$ cat src/rtl/timer_bypass_pkg.sv
package timer_bypass_pkg;
  // instance bases from module_base_reg; register offsets from the instance base
  localparam logic [11:0] TIMER0_BASE = 12'h600;
  localparam logic [11:0] TIMER1_BASE = 12'h640;
  localparam logic [5:0] OFS_MCR = 6'h00;
  localparam logic [5:0] OFS_IVR = 6'h04;
  localparam logic [5:0] OFS_CTRL = 6'h06;
  localparam logic [5:0] OFS_STAT = 6'h08;
  // control_reg fields
  localparam int CR_SWR = 15;
  localparam int CR_IE_HI = 14;
  localparam int CR_IE_GATE = 13;
  localparam int CR_TGE = 11;
  localparam int CR_CPE = 9;
  localparam int CR_MODE_LO = 2;
  localparam logic [2:0] MODE_BYPASS = 3'h7;
  // module_config_reg fields; module_config_reg, irq_vector_reg and control_reg reset values, module_config_reg and irq_vector_reg write masks
  localparam int MCR_STP = 15;
  localparam int MCR_FRZ1 = 14;
  localparam int MCR_USER_ACCESS_LOCK = 7;
  localparam logic [15:0] MCR_RESET = 16'h0080;
  localparam logic [15:0] MCR_WMASK = 16'hE08F;
  localparam logic [15:0] IVR_RESET = 16'h000F;
  localparam logic [15:0] IVR_WMASK = 16'h07FF;
  localparam logic [15:0] CR_RESET = 16'h0000;
  // status_reg fields
  localparam int SR_IRQ = 15;
  localparam int SR_TO = 14;
  localparam int SR_TG = 13;
  localparam int SR_TC = 12;
  localparam int SR_TGL = 11;
  localparam int SR_ON = 10;
  localparam int SR_OUT = 9;
  localparam int SR_COM = 8;
  localparam logic [7:0] PRESCALER_IDLE = 8'hFF;
  // bus phases
  typedef enum logic [1:0] {
    BUS_IDLE = 2'b00,
    BUS_ACK = 2'b01,
    BUS_BERR = 2'b10
  } bus_state_e;
endpackage : timer_bypass_pkg

$ cat src/rtl/timer_bypass_top.sv
`timescale 1ns/10ps
//////////////////////////////////////////////////////////////////////////////
// How it works
// (RQ1) mode 111 holds counter and prescaler disabled; pins act as i/o.
// (RQ2) bypass, clock enable, bit 13 clear: running flag follows asserted gate.
// (RQ3) gate_level always shows the gate pin level.
// (RQ4) bypass with bit 13, gate enable, clock enable: gate negation sets flag, irq.
// (RQ5) gate_event_flag clears only by writing one; zero leaves it.
// (RQ6) simple output changes only while soft_reset_release is zero.
// (RQ7) output_control 00 hi-z, 01 and 10 low, 11 high.
// (RQ8) status reads timeout, compare flags zero and prescaler all ones.
// (RQ9) output_level shows the actual timer_output pin level.
// (RQ10) reads of any size finish with no wait, 16 valid bits.
// (RQ11) reserved locations read as zero.
// (RQ12) writes finish with no wait; read-only or reserved data dropped.
// (RQ13) acknowledge cycle: arbitrate and drive the stored vector on winning.
// (RQ14) software must load the vector register before interrupts are served.
// (RQ15) instances decode at base plus 0x600 and 0x640.
// (RQ16) supervisor-only always; supervisor/user gated by user_access_lock.
// (RQ17) reset instruction resets all registers except module_config_reg.
// (RQ18) module_stop halts all timer clocks except the bus clock.
// (RQ19) while stopped, non-config accesses end with a bus error.
// (RQ20) software disables the timer before setting module_stop.
// (RQ21) debug_halt with freeze_action 1x freezes; 0x ignores.
// (RQ22) arbitration id 0xF highest, 0x1 lowest, 0x0 never arbitrates.
// (RQ23) irq_source_select middle bit enables gate-event interrupts.
module timer_bypass_top
  import timer_bypass_pkg::*;
(
  input wire logic clk_i, // 50 MHz system clock
  input wire logic rstn_i, // async hardware reset, low
  input wire logic soft_rst_i, // reset instruction pulse
  input wire logic debug_halt_i, // freeze request
  input wire logic [11:0] module_base_i, // module_base_reg address bits
  input wire logic cyc_i, // bus cycle strobe
  input wire logic we_i, // write
  input wire logic super_i, // supervisor access
  input wire logic [23:0] addr_i, // byte address
  input wire logic [1:0] be_i, // byte enables
  input wire logic [15:0] wdata_i, // write data
  input wire logic iack_i, // interrupt acknowledge cycle
  input wire logic [2:0] iack_level_i, // level acknowledged
  input wire logic [3:0] arb_in_i, // best competing arbitration id
  input wire logic [1:0] gate_input_n_i, // gate pins, active low
  input wire logic [1:0] timer_output_i, // timer_output pin levels
  output logic [1:0] timer_output_o, // timer_output drive value
  output logic [1:0] timer_output_oe_o, // timer_output enable
  output logic [2:0] irq_request_o, // requested level
  output logic [3:0] arb_id_o, // our arbitration id while requesting
  output logic ack_o, // cycle done
  output logic berr_o, // bus error
  output logic [15:0] rdata_o // read data / vector
);
  logic rst_meta_reg;
  logic rst_n;
  logic [15:0] mcr_reg;
  logic [1:0] gate_sync;
  logic [1:0] pin_sync;
  logic [1:0] inst_hit;
  logic [5:0] ofs;
  logic mcr_hit;
  logic priv_ok;
  logic stopped;
  logic run;
  logic [1:0] ch_wr;
  logic [15:0] ch_ctrl [2];
  logic [15:0] ch_ivr [2];
  logic [15:0] ch_stat [2];
  logic [1:0] ch_irq;
  logic sel;
  logic [15:0] rd_val;
  logic [2:0] lvl0;
  logic [2:0] lvl1;
  logic [1:0] win;
  bus_state_e bus_state;

  //////////////////////////////////////////////////////////////////////////////
  always_ff @(posedge clk_i or negedge rstn_i)
  begin
    if (!rstn_i)
    begin
      rst_meta_reg <= 1'b0;
      rst_n <= 1'b0;
    end
    else
    begin
      rst_meta_reg <= 1'b1;
      rst_n <= rst_meta_reg;
    end
  end

  gate_sync #(.WIDTH(2)) u_gate_sync (
    .clk_i(clk_i),
    .rst_n_i(rst_n),
    .d_i(gate_input_n_i),
    .q_o(gate_sync)
  );
  gate_sync #(.WIDTH(2)) u_pin_sync (
    .clk_i(clk_i),
    .rst_n_i(rst_n),
    .d_i(timer_output_i),
    .q_o(pin_sync)
  );

  //////////////////////////////////////////////////////////////////////////////
  // decode: a 16-bit register file sits behind each instance base
  assign ofs = addr_i[5:0];
  always_comb
  begin
    inst_hit = 2'b00;
    if (addr_i[23:12] == module_base_i && addr_i[11:6] == TIMER0_BASE[11:6])
      inst_hit[0] = 1'b1; // RQ15
    if (addr_i[23:12] == module_base_i && addr_i[11:6] == TIMER1_BASE[11:6])
      inst_hit[1] = 1'b1; // RQ15
  end
  assign sel = inst_hit[1];
  assign mcr_hit = ofs[5:1] == OFS_MCR[5:1];
  // control and status are supervisor/user; module config and vector supervisor only
  assign priv_ok = super_i || ((ofs == OFS_CTRL || ofs == OFS_STAT)
                              && !mcr_reg[MCR_USER_ACCESS_LOCK]); // RQ16
  assign stopped = mcr_reg[MCR_STP];
  // stop and freeze both hold the channel logic still; the bus side keeps running
  assign run = !stopped && !(debug_halt_i && mcr_reg[MCR_FRZ1]); // RQ18 RQ21

  //////////////////////////////////////////////////////////////////////////////
  // shared module config lives at the first instance's offset 0x600
  always_ff @(posedge clk_i or negedge rst_n)
  begin
    if (!rst_n)
      mcr_reg <= MCR_RESET;
    else if (cyc_i && we_i && inst_hit[0] && mcr_hit && super_i
             && bus_state == BUS_IDLE && !iack_i)
      mcr_reg <= (mcr_reg & ~({{8{be_i[1]}}, {8{be_i[0]}}} & MCR_WMASK))
                 | (wdata_i & {{8{be_i[1]}}, {8{be_i[0]}}} & MCR_WMASK); // RQ12
  end

  generate
    for (genvar i = 0; i < 2; i++)
    begin : g_ch
      assign ch_wr[i] = cyc_i && we_i && !iack_i && inst_hit[i] && priv_ok && !stopped
                        && bus_state == BUS_IDLE;
      timer_channel u_ch (
        .clk_i(clk_i),
        .rst_n_i(rst_n),
        .soft_rst_i(soft_rst_i), // RQ17
        .run_i(run),
        .wr_i(ch_wr[i]),
        .ofs_i(ofs),
        .wdata_i(wdata_i),
        .be_i(be_i),
        .gate_level_i(gate_sync[i]),
        .out_pin_i(pin_sync[i]),
        .ctrl_o(ch_ctrl[i]),
        .ivr_o(ch_ivr[i]),
        .status_o(ch_stat[i]),
        .irq_o(ch_irq[i]),
        .out_drive_o(timer_output_o[i]),
        .out_oe_o(timer_output_oe_o[i])
      );
    end
  endgenerate

  //////////////////////////////////////////////////////////////////////////////
  // interrupt request and acknowledge arbitration
  assign lvl0 = ch_irq[0] ? ch_ivr[0][10:8] : 3'h0;
  assign lvl1 = ch_irq[1] ? ch_ivr[1][10:8] : 3'h0;
  assign irq_request_o = lvl0 > lvl1 ? lvl0 : lvl1;
  // both instances share one id; instance 0 breaks the internal tie
  assign win[0] = lvl0 != 3'h0 && lvl0 == iack_level_i;
  assign win[1] = !win[0] && lvl1 != 3'h0 && lvl1 == iack_level_i;
  assign arb_id_o = (irq_request_o != 3'h0) ? mcr_reg[3:0] : 4'h0; // RQ22

  always_comb
  begin
    rd_val = 16'h0000; // RQ11
    if (inst_hit[0] && mcr_hit)
      rd_val = mcr_reg;
    else if (inst_hit != 2'b00)
    begin
      case (ofs)
        OFS_IVR: rd_val = ch_ivr[sel];
        OFS_CTRL: rd_val = ch_ctrl[sel];
        OFS_STAT: rd_val = ch_stat[sel];
        default: rd_val = 16'h0000; // RQ11
      endcase
    end
  end

  //////////////////////////////////////////////////////////////////////////////
  // one-cycle answer: ack or berr in the cycle after the strobe
  always_ff @(posedge clk_i or negedge rst_n)
  begin
    if (!rst_n)
    begin
      bus_state <= BUS_IDLE;
      rdata_o <= 16'h0000;
    end
    else
    begin
      case (bus_state)
        BUS_IDLE:
        begin
          if (cyc_i && iack_i)
          begin
            // id 0 never takes part; a higher outside id wins
            if (mcr_reg[3:0] != 4'h0 && win != 2'b00 && mcr_reg[3:0] >= arb_in_i) // RQ22
            begin
              bus_state <= BUS_ACK;
              rdata_o <= {8'h00, ch_ivr[win[1]][7:0]}; // RQ13
            end
          end
          else if (cyc_i && inst_hit != 2'b00)
          begin
            if ((stopped && !(inst_hit[0] && mcr_hit)) || !priv_ok
                || (inst_hit[0] && mcr_hit && !super_i))
              bus_state <= BUS_BERR; // RQ19 RQ16
            else
            begin
              bus_state <= BUS_ACK; // RQ10 RQ12
              rdata_o <= we_i ? 16'h0000 : rd_val;
            end
          end
        end
        BUS_ACK: bus_state <= BUS_IDLE;
        BUS_BERR: bus_state <= BUS_IDLE;
        default: bus_state <= BUS_IDLE;
      endcase
    end
  end
  assign ack_o = bus_state == BUS_ACK;
  assign berr_o = bus_state == BUS_BERR;

  a_stop_berr: assert property (@(posedge clk_i) disable iff (!rst_n) // RQ19
    bus_state == BUS_IDLE && cyc_i && !iack_i && stopped && inst_hit[1] |=> berr_o)
    else $error("stopped access not refused");
  // the pin itself, two synchroniser edges back, so a broken status path is caught
  a_tgl_level: assert property (@(posedge clk_i) disable iff (!rst_n) // RQ3
    ch_stat[0][SR_TGL] == $past(gate_input_n_i[0], 2))
    else $error("gate level not reported");
  a_pre_ones: assert property (@(posedge clk_i) disable iff (!rst_n) // RQ8
    ch_stat[1][7:0] == 8'hFF && ch_stat[1][SR_TO] == 1'b0)
    else $error("status idle fields wrong");
  a_read_ack: assert property (@(posedge clk_i) disable iff (!rst_n) // RQ10
    bus_state == BUS_IDLE && cyc_i && !iack_i && !we_i && inst_hit[0] && mcr_hit && super_i
    |=> ack_o && rdata_o == $past(mcr_reg))
    else $error("config read not answered next cycle");
  a_no_arb0: assert property (@(posedge clk_i) disable iff (!rst_n) // RQ22
    bus_state == BUS_IDLE && cyc_i && iack_i && mcr_reg[3:0] == 4'h0 |=> !ack_o)
    else $error("arbitrated with id zero");
  a_out_hiz: assert property (@(posedge clk_i) disable iff (!rst_n) // RQ7
    run && ch_ctrl[0][4:2] == MODE_BYPASS && ch_ctrl[0][CR_CPE] && !ch_ctrl[0][CR_SWR]
    && ch_ctrl[0][1:0] == 2'b00 && !soft_rst_i |=> !timer_output_oe_o[0])
    else $error("output not released");
  a_out_high: assert property (@(posedge clk_i) disable iff (!rst_n) // RQ7
    run && ch_ctrl[1][4:2] == MODE_BYPASS && ch_ctrl[1][CR_CPE] && !ch_ctrl[1][CR_SWR]
    && ch_ctrl[1][1:0] == 2'b11 && !soft_rst_i |=> timer_output_oe_o[1] && timer_output_o[1])
    else $error("output not driven high");
  a_mcr_keep: assert property (@(posedge clk_i) disable iff (!rst_n) // RQ17
    soft_rst_i && !(cyc_i && we_i) |=> mcr_reg == $past(mcr_reg) && ch_ivr[0] == IVR_RESET)
    else $error("reset instruction handling wrong");
  a_stop_hold: assert property (@(posedge clk_i) disable iff (!rst_n) // RQ18
    stopped && !soft_rst_i |=> $stable(ch_stat[0][SR_TG]) && $stable(ch_stat[0][SR_ON]))
    else $error("channel moved while stopped");
endmodule : timer_bypass_top

$ cat src/rtl/gate_sync.sv
`timescale 1ns/10ps
// two-stage synchroniser for pin inputs
module gate_sync #(
  parameter int WIDTH = 1
) (
  input wire logic clk_i, // clock
  input wire logic rst_n_i, // synced reset
  input wire logic [WIDTH-1:0] d_i, // async input
  output logic [WIDTH-1:0] q_o // synced output
);
  logic [WIDTH-1:0] meta_reg;
  always_ff @(posedge clk_i or negedge rst_n_i)
  begin
    if (!rst_n_i)
    begin
      // pins idle high: resetting to that level avoids a false edge after reset
      meta_reg <= '1;
      q_o <= '1;
    end
    else
    begin
      meta_reg <= d_i;
      q_o <= meta_reg;
    end
  end
endmodule : gate_sync

$ cat src/rtl/timer_channel.sv
`timescale 1ns/10ps
// one bypass-mode timer channel: control, status and interrupt registers
module timer_channel
  import timer_bypass_pkg::*;
(
  input wire logic clk_i, // clock
  input wire logic rst_n_i, // synced reset
  input wire logic soft_rst_i, // reset-instruction pulse
  input wire logic run_i, // module clock running
  input wire logic wr_i, // write strobe
  input wire logic [5:0] ofs_i, // register offset
  input wire logic [15:0] wdata_i, // write data
  input wire logic [1:0] be_i, // byte enables, [1]=hi
  input wire logic gate_level_i, // synced gate pin level
  input wire logic out_pin_i, // synced timer_output pin level
  output logic [15:0] ctrl_o, // control_reg
  output logic [15:0] ivr_o, // irq_vector_reg
  output logic [15:0] status_o, // status_reg read value
  output logic irq_o, // interrupt request level
  output logic out_drive_o, // timer_output value
  output logic out_oe_o // timer_output enable
);
  logic [15:0] ctrl_reg;
  logic [15:0] ivr_reg;
  logic gate_event_reg;
  logic on_reg;
  logic gate_d_reg;
  logic bypass;
  logic rise;
  logic tg_clr;
  assign bypass = ctrl_reg[CR_MODE_LO+2:CR_MODE_LO] == MODE_BYPASS; // RQ1
  assign rise = gate_level_i & ~gate_d_reg;
  assign tg_clr = wr_i && ofs_i == OFS_STAT && be_i[1] && wdata_i[SR_TG]; // RQ5
  function automatic logic [15:0] merge(input logic [15:0] old, input logic [15:0] nw,
                                        input logic [1:0] be, input logic [15:0] msk);
    logic [15:0] lanes;
    lanes = {{8{be[1]}}, {8{be[0]}}} & msk;
    merge = (old & ~lanes) | (nw & lanes);
  endfunction : merge
  always_ff @(posedge clk_i or negedge rst_n_i)
  begin
    if (!rst_n_i)
    begin
      ctrl_reg <= CR_RESET;
      ivr_reg <= IVR_RESET;
    end
    else if (soft_rst_i) // RQ17
    begin
      ctrl_reg <= CR_RESET;
      ivr_reg <= IVR_RESET;
    end
    else if (wr_i)
    begin
      if (ofs_i == OFS_CTRL)
        ctrl_reg <= merge(ctrl_reg, wdata_i, be_i, 16'hFFFF);
      if (ofs_i == OFS_IVR)
        ivr_reg <= merge(ivr_reg, wdata_i, be_i, IVR_WMASK); // RQ12
    end
  end
  // gate pin is active low: gate asserted when level is 0
  always_ff @(posedge clk_i or negedge rst_n_i)
  begin
    if (!rst_n_i)
    begin
      gate_d_reg <= 1'b1;
      on_reg <= 1'b0;
      gate_event_reg <= 1'b0;
    end
    else if (soft_rst_i)
    begin
      gate_d_reg <= 1'b1;
      on_reg <= 1'b0;
      gate_event_reg <= 1'b0;
    end
    else
    begin
      gate_d_reg <= gate_level_i;
      // frozen or stopped: running and event flags hold except by software; gate_d_reg keeps tracking the pin
      if (run_i)
        on_reg <= bypass && ctrl_reg[CR_CPE] && !ctrl_reg[CR_IE_GATE] && !gate_level_i; // RQ2
      // set wins over a simultaneous clear
      if (run_i && bypass && ctrl_reg[CR_IE_GATE] && ctrl_reg[CR_TGE] && ctrl_reg[CR_CPE]
          && rise)
        gate_event_reg <= 1'b1; // RQ4
      else if (tg_clr)
        gate_event_reg <= 1'b0; // RQ5
    end
  end
  // output: only follows output_control while soft_reset_release is clear
  always_ff @(posedge clk_i or negedge rst_n_i)
  begin
    if (!rst_n_i)
    begin
      out_drive_o <= 1'b0;
      out_oe_o <= 1'b0;
    end
    else if (soft_rst_i)
    begin
      out_drive_o <= 1'b0;
      out_oe_o <= 1'b0;
    end
    else if (run_i && bypass && ctrl_reg[CR_CPE] && !ctrl_reg[CR_SWR]) // RQ6
    begin
      out_oe_o <= ctrl_reg[1:0] != 2'b00; // RQ7
      out_drive_o <= ctrl_reg[1:0] == 2'b11; // RQ7
    end
  end
  assign irq_o = gate_event_reg && ctrl_reg[CR_IE_GATE] && ivr_reg[10:8] != 3'h0; // RQ23
  always_comb
  begin
    status_o = 16'h0000;
    status_o[SR_IRQ] = irq_o;
    status_o[SR_TG] = gate_event_reg;
    status_o[SR_TGL] = gate_level_i; // RQ3
    status_o[SR_ON] = on_reg;
    status_o[SR_OUT] = out_pin_i; // RQ9
    status_o[SR_TO] = 1'b0; // RQ8
    status_o[SR_TC] = 1'b0;
    status_o[SR_COM] = 1'b0;
    status_o[7:0] = PRESCALER_IDLE; // RQ8
  end
  assign ctrl_o = ctrl_reg;
  assign ivr_o = ivr_reg;
endmodule : timer_channel

$ cat config.mk
export PLATFORM = sky130hd
export DESIGN_NAME = timer_bypass_top
export DESIGN_NICKNAME = d
export VERILOG_FILES = /design/src/rtl/timer_bypass_pkg.sv /design/src/rtl/timer_bypass_top.sv /design/src/rtl/gate_sync.sv /design/src/rtl/timer_channel.sv
export SDC_FILE = /design/constraint.sdc
export NUM_CORES = 1
export LEC_CHECK = 0
export BUFFER_PORTS_ARGS = -buffer_cell sky130_fd_sc_hd__buf_2
export CAP_MARGIN = 10
export CORE_AREA = 2 2 99 101
export DETAILED_ROUTE_END_ITERATION = 8
export DIE_AREA = 0 0 101 103
export PLACE_DENSITY = 0.85
export SLEW_MARGIN = 20
export SYNTH_ARGS = -nofsm -noshare
export SYNTH_HDL_FRONTEND = slang
export SYNTH_SLANG_ARGS = --single-unit
$ cat constraint.sdc
create_clock -name clk_i -period 8.4 [get_ports clk_i]
set_input_delay 1.68 -clock clk_i [delete_from_list [all_inputs] [get_ports clk_i]]
set_output_delay 1.68 -clock clk_i [all_outputs]
set_load 0.01 [all_outputs]
* Yosys cells after proc, flatten, opt, wreduce, memory -nomap -nowiden
Cells that the tools add are included.
** Word-level totals
- Register bits :: 118
- Bits in latches :: 0
- Bits in writable memories :: 0
- Memory bits (read-only) :: 0
- Input bits :: 73
- Logic and storage cells :: 235
- Memories kept :: 0
** Operators by class
- Add/sub/neg operators :: 0
- Multiply operators :: 0
- Div/mod/pow operators :: 0
- Order comparisons :: 4
- Eq/ne operators :: 18
- Shifts and indexed selects :: 0
- Muxes and demuxes :: 63
- Bitwise gates (word level) :: 21
- Reduce and logical (&&, ||, !) cells :: 106
** Operator list (count)
- $mux 16 :: 28
- $and 16x16->16 :: 6
- $or 16x16->16 :: 5
- $logic_and 1x1->1 :: 60
- $pmux 16 s3 :: 1
- $not 16->16 :: 2
- $mux 8 :: 3
- $reduce_bool 2->1 :: 12
- $mux 1 :: 22
- $reduce_bool 3->1 :: 7
- $and 16x11->16 :: 1
- $not 11->16 :: 1
- $logic_not 1->1 :: 14
- $eq 12x12->1 :: 1
- $eq 6x3->1 const B :: 2
- $eq 6x5->1 const B :: 2
- $mux 2 :: 5
- $reduce_and 2->1 :: 5
- $mux 3 :: 3
- $eq 2x2->1 const B :: 3
- $eq 3x3->1 :: 2
- $eq 3x3->1 const B :: 2
- $eq 6x4->1 const B :: 1
- $logic_not 5->1 :: 1
- other kinds (16) :: 23

* Longest topological paths before layout
- Depth after elaboration :: 14
- Depth in mapped cells :: 10
- Depth with buffers taken out :: 10

* Modules after synthesis
From an unflattened synthesis, not the netlist that was laid out.
** Unflattened totals
- Cells, all modules :: 652
- Area total of the unflattened synthesis :: 6324.8 um^2
** Modules (own cells, without submodules)
- timer_channel :: instances 2, cells an instance 172, area an instance 1739.2 um^2, sequential area each 807.0 um^2
- timer_bypass_top :: instances 1, cells an instance 300, area an instance 2636.3 um^2, sequential area each 701.9 um^2
- gate_sync :: instances 2, cells an instance 4, area an instance 105.1 um^2, sequential area each 105.1 um^2

* Worst setup path after synthesis
No wires, ideal clock.
- Path kind :: reg-to-output
- Start :: register g_ch[0].u_ch.ctrl_reg[13]
- End :: output port arb_id_o[1]
- Arrival :: 2.099 ns
- Required time :: 6.720 ns
- Slack :: 4.621 ns
- Stages on the path, launching flop included :: 11
- Path buffers :: 1
- Cells stage by stage :: dfrtp_1 > clkbuf_1 > nand3_1 > inv_1 > ha_1 > a21o_1 > a21oi_1 > a31oi_1 > mux2i_1 > nor3_1 > nor2b_1
** On the way
- Longest elaborated chain between the ends :: 7
** RTL lines
- start, declared :: line timer_channel.sv:23 : logic [15:0] ctrl_reg;
- start signal, assigned :: line timer_channel.sv:55 : ctrl_reg <= merge(ctrl_reg, wdata_i, be_i, 16'hFFFF);
- $logic_and 1x1->1 * (2 in a row) :: line timer_channel.sv:108 : assign irq_o = gate_event_reg && ctrl_reg[CR_IE_GATE] && ivr_reg[10:8] != 3'h0;
- $mux 3 * :: line timer_bypass_top.sv:165 : assign lvl0 = ch_irq[0] ? ch_ivr[0][10:8] : 3'h0;
- $gt 3x3->1 :: line timer_bypass_top.sv:167 : assign irq_request_o = lvl0 > lvl1 ? lvl0 : lvl1;
- $mux 3 * :: line timer_bypass_top.sv:167
- net irq_request_o[0] :: line timer_bypass_top.sv:48 : output logic [2:0] irq_request_o,
- $reduce_bool 3->1 * :: line timer_bypass_top.sv:171 : assign arb_id_o = (irq_request_o != 3'h0) ? mcr_reg[3:0] : 4'h0;
- $mux 4 * :: line timer_bypass_top.sv:171
- end, declared :: line timer_bypass_top.sv:49 : output logic [3:0] arb_id_o,
The timed path passes the listed nets; every way through them passes the cells marked *.

* Worst setup path in the final report
- Start :: register g_ch[1].u_ch.ctrl_reg[13]
- End :: output port arb_id_o[3]
** On the way
- Longest elaborated chain between the ends :: 7
** RTL lines
- start, declared :: line timer_channel.sv:23
- start signal, assigned :: line timer_channel.sv:55
- $logic_and 1x1->1 * (2 in a row) :: line timer_channel.sv:108
- $mux 3 * :: line timer_bypass_top.sv:166 : assign lvl1 = ch_irq[1] ? ch_ivr[1][10:8] : 3'h0;
- $gt 3x3->1 :: line timer_bypass_top.sv:167
- $mux 3 * :: line timer_bypass_top.sv:167
- $reduce_bool 3->1 * :: line timer_bypass_top.sv:171
- $mux 4 * :: line timer_bypass_top.sv:171
Every way passes the cells marked *; elsewhere a longest branch is shown, timed or not.

==> flow_metrics.py <==
metrics = {
    "logic_synthesis": {
        "syn_area_um2": 5560,
        "syn_inst": 517,
        "syn-num-nets": 597,
        "syn_area_per_cell_um2": 10.8,
        "synth-seq-cells": 100,
        "ys_seq_area_frac": 0.455,
        "synth_top_flop_cell": "dfrtp_1",
        "yosysTopAreaCell": "dfrtp_1",
        "async_reset_ff_frac": 1.00,
        "synth_top_area_share": 0.365,
        "ys_top_cells_by_area": "dfrtp_1 (36%), mux2i_1 (15%), dfstp_2 (9.0%)",
        "synth_edf_count": 0,
        "yosys.cell_types.count": 61,
        "yosysWarnings": 0,
    },
    "clock_tree": {
        "cts_htree_levels": 3,
        "cts_tree": "done",
        "clock_latency_ns": 0.39,
        "hold_buffers": 0,
        "root_buffer": "clkbuf_8",
        "clkTransAtPathRegs_ns": 0.09,
        "clock_sinks": 100,
        "post_cts_buffers": 0,
        "clockBufferDepth": 2,
        "cts_buffers": 9,
        "cts_resized": 0,
    },
    "detailed_routing": {
        "firstDrtPassIters": 5,
        "drc": 0,
        "avgViaCountPerCell": 6.22,
        "routedWlPerCell_um": 19.7,
        "vias": 4519,
        "first_iter_violations": 326,
        "postRouteAntennaNets": 0,
        "drt-total-wl_um": 14300,
    },
    "die": {
        "row_count": 36,
        "start_util": 0.588,
        "dieHeight_um": 103,
        "die_w_um": 101,
        "dieArea_um2": 10400,
        "core-area_um2": 9460,
        "ios": 102,
    },
    "sta": {
        "setup_viol": 0,
        "skew_ns": 0.0110,
        "tightest_slew_ns": 1.01,
        "slew_headroom": 0.328,
        "hold_viol_final": 0,
        "drv_slew": 0,
        "min_period_ns": 4.84,
        "whs_ns": 0.337,
        "fin_crit_sh": 0.576,
        "max_freq_ghz": 0.207,
        "setup_tns_ns": 0,
        "rsz0062_at_grt": "false",
    },
    "placed_design": {
        "dp_hpwl_um": 10600,
        "gp_congestion": 0.916,
        "io_buffers": 101,
    },
    "final_layout": {
        "nets": 687,
        "drive_gt1_frac": 0.317,
        "area_growth_pct": 13.3,
        "finish.utilization": 0.666,
        "largest_reg_flops": 32,
        "diodes": 0,
        "fillers": 751,
    },
    "setup_path": {
        "cp.arrival_ns": 3.16,
        "rr_worst_depth": 7,
        "crit_fanout": 8,
        "path_class": "reg -> out",
        "critPathCaptureType": "output pin",
        "required_ns": 6.72,
        "start_kind": "flip-flop",
    },
    "power": {
        "ir_worst_vdd_v": 0.0000824,
        "power.switching_w": 0.000224,
        "p_comb_frac": 0.088,
        "p_leak_nw": 3.26,
        "seq_power_share": 0.579,
        "clkPwrFrac": 0.333,
        "intPower_w": 0.000637,
        "power_density_nw_per_um2": 137,
        "swShare": 0.260,
        "p_total_w": 0.000861,
    },
    "outcome": {
        "status": "complete, no violations",
    },
    "run": {
        "cap_violations": 0,
    },
    "grt": {
        "grt_max_degree": 66,
        "overflow": 0,
        "grt_pass1_vias": 4401,
        "antenna_found_initial": 0,
        "grt_usage": 0.285,
        "grt_pass1_wl_um": 22400,
    },
    "hold_path": {
        "hold_path.class": "reg -> async",
    },
}
-- layout make-up --
type	instances	area, um2	area share
clock buffer	10	138	0.0218
clock inverter	6	40.0	0.00636
inverter	13	48.8	0.00775
multi-input combinational	378	2870	0.455
sequential	100	2530	0.402
tap	114	143	0.0226
timing repair buffer	105	536	0.0850
-- critical path, cell delays in order, from the launching register on --
cell	delay (ns)
dfrtp_1	0.53
nand3_1	0.22
ha_1	0.36
a21o_1	0.11
a21oi_1	0.06
a31oi_1	0.36
mux2i_1	0.17
nor3_1	0.69
nor2b_1	0.11
buf_2	0.17
-- cell families after synthesis --
group           Yosys count  share of synthesized area
other cells               1                   0.000675
mux                     109                      0.203
buf+inv                  39                     0.0315
simple gates            175                      0.174
flops                   100                      0.455
fa+ha+maj                 7                     0.0158
compound gates           71                     0.0970
xor+xnor                 15                     0.0236
-- cell usage after synthesis (4+ instances only) --
cell	instances
buf_2	5
nor3_1	6
buf_4	4
a21oi_1	17
xor2_1	9
dfrtp_1	81
mux2_2	27
a31oi_1	4
o2bb2ai_1	5
mux2i_1	81
ha_1	7
a211o_1	4
a21o_1	4
nand2b_1	6
inv_1	13
nand3_1	12
nand4_1	7
and2_1	8
dfstp_2	19
a211oi_1	6
nor2b_1	13
clkbuf_1	16
a222oi_1	4
or2_2	5
nand2_1	19
nor2_1	65
nor4_2	4
xnor2_1	6
-- cell usage in the layout (no fill, tap or decap), drive strengths merged, types with 5 or more instances in the layout --
cell type and count:
mux2i 81, nand2 19, or2 5, ha 7
nor4 7, a211oi 6, nor2b 13, buf 105
nand2b 6, mux2 28, clkbuf 10, clkinv 5
a21oi 17, xor2 9, and2 9, inv 13
o2bb2ai 5, nand3 15, nor2 65, xnor2 6
dfrtp 81, nand4 9, dfstp 19, nor3 7
-- metal layers --
metal  global-route usage  wire length, um
met3               0.0563             1240
met2                0.458             6700
met1                0.376             5970
met5                    0                0
met4                0.133              374
-- final timing paths --
check | endpoint | slack, ns | start
max | arb_id_o[3] | 3.56 | g_ch[1].u_ch.ctrl_o[13]
min | g_ch[1].u_ch.out_drive_o | 0.34 | rst_n
max reg2reg | rdata_o[15] | 5.45 | g_ch[0].u_ch.ivr_o[9]
min reg2reg | g_ch[1].u_ch.out_drive_o | 0.34 | rst_n
max in group asynchronous | rdata_o[5] | 6.98 | rst_n
min in group clk_i | u_gate_sync.q_o[0] | 0.36 | u_gate_sync.meta_reg[0]
-- through the flow --
stage | instances | setup WS, ns | area (um2)
3_5_place_dp | 710 | 3.95 | 6120
3_3_place_gp | 710 | 3.98 | 6110
5_1_grt | 726 | 3.41 | 6300
6_report | 726 | 3.56 | 6300
4_1_cts | 726 | 3.57 | 6300
2_1_floorplan | 517 | 4.62 | 5560
-- power groups by stage --
stage               registers [W]  logic [W]  clock network (W)
floorplan                0.000511  0.0000326                  0
global placement         0.000507  0.0000730                  0
CTS                      0.000498  0.0000758           0.000290
detailed placement       0.000508  0.0000753                  0
global route             0.000500  0.0000830           0.000309
finish                   0.000498  0.0000760           0.000287
(Power assumes the default switching activity.)
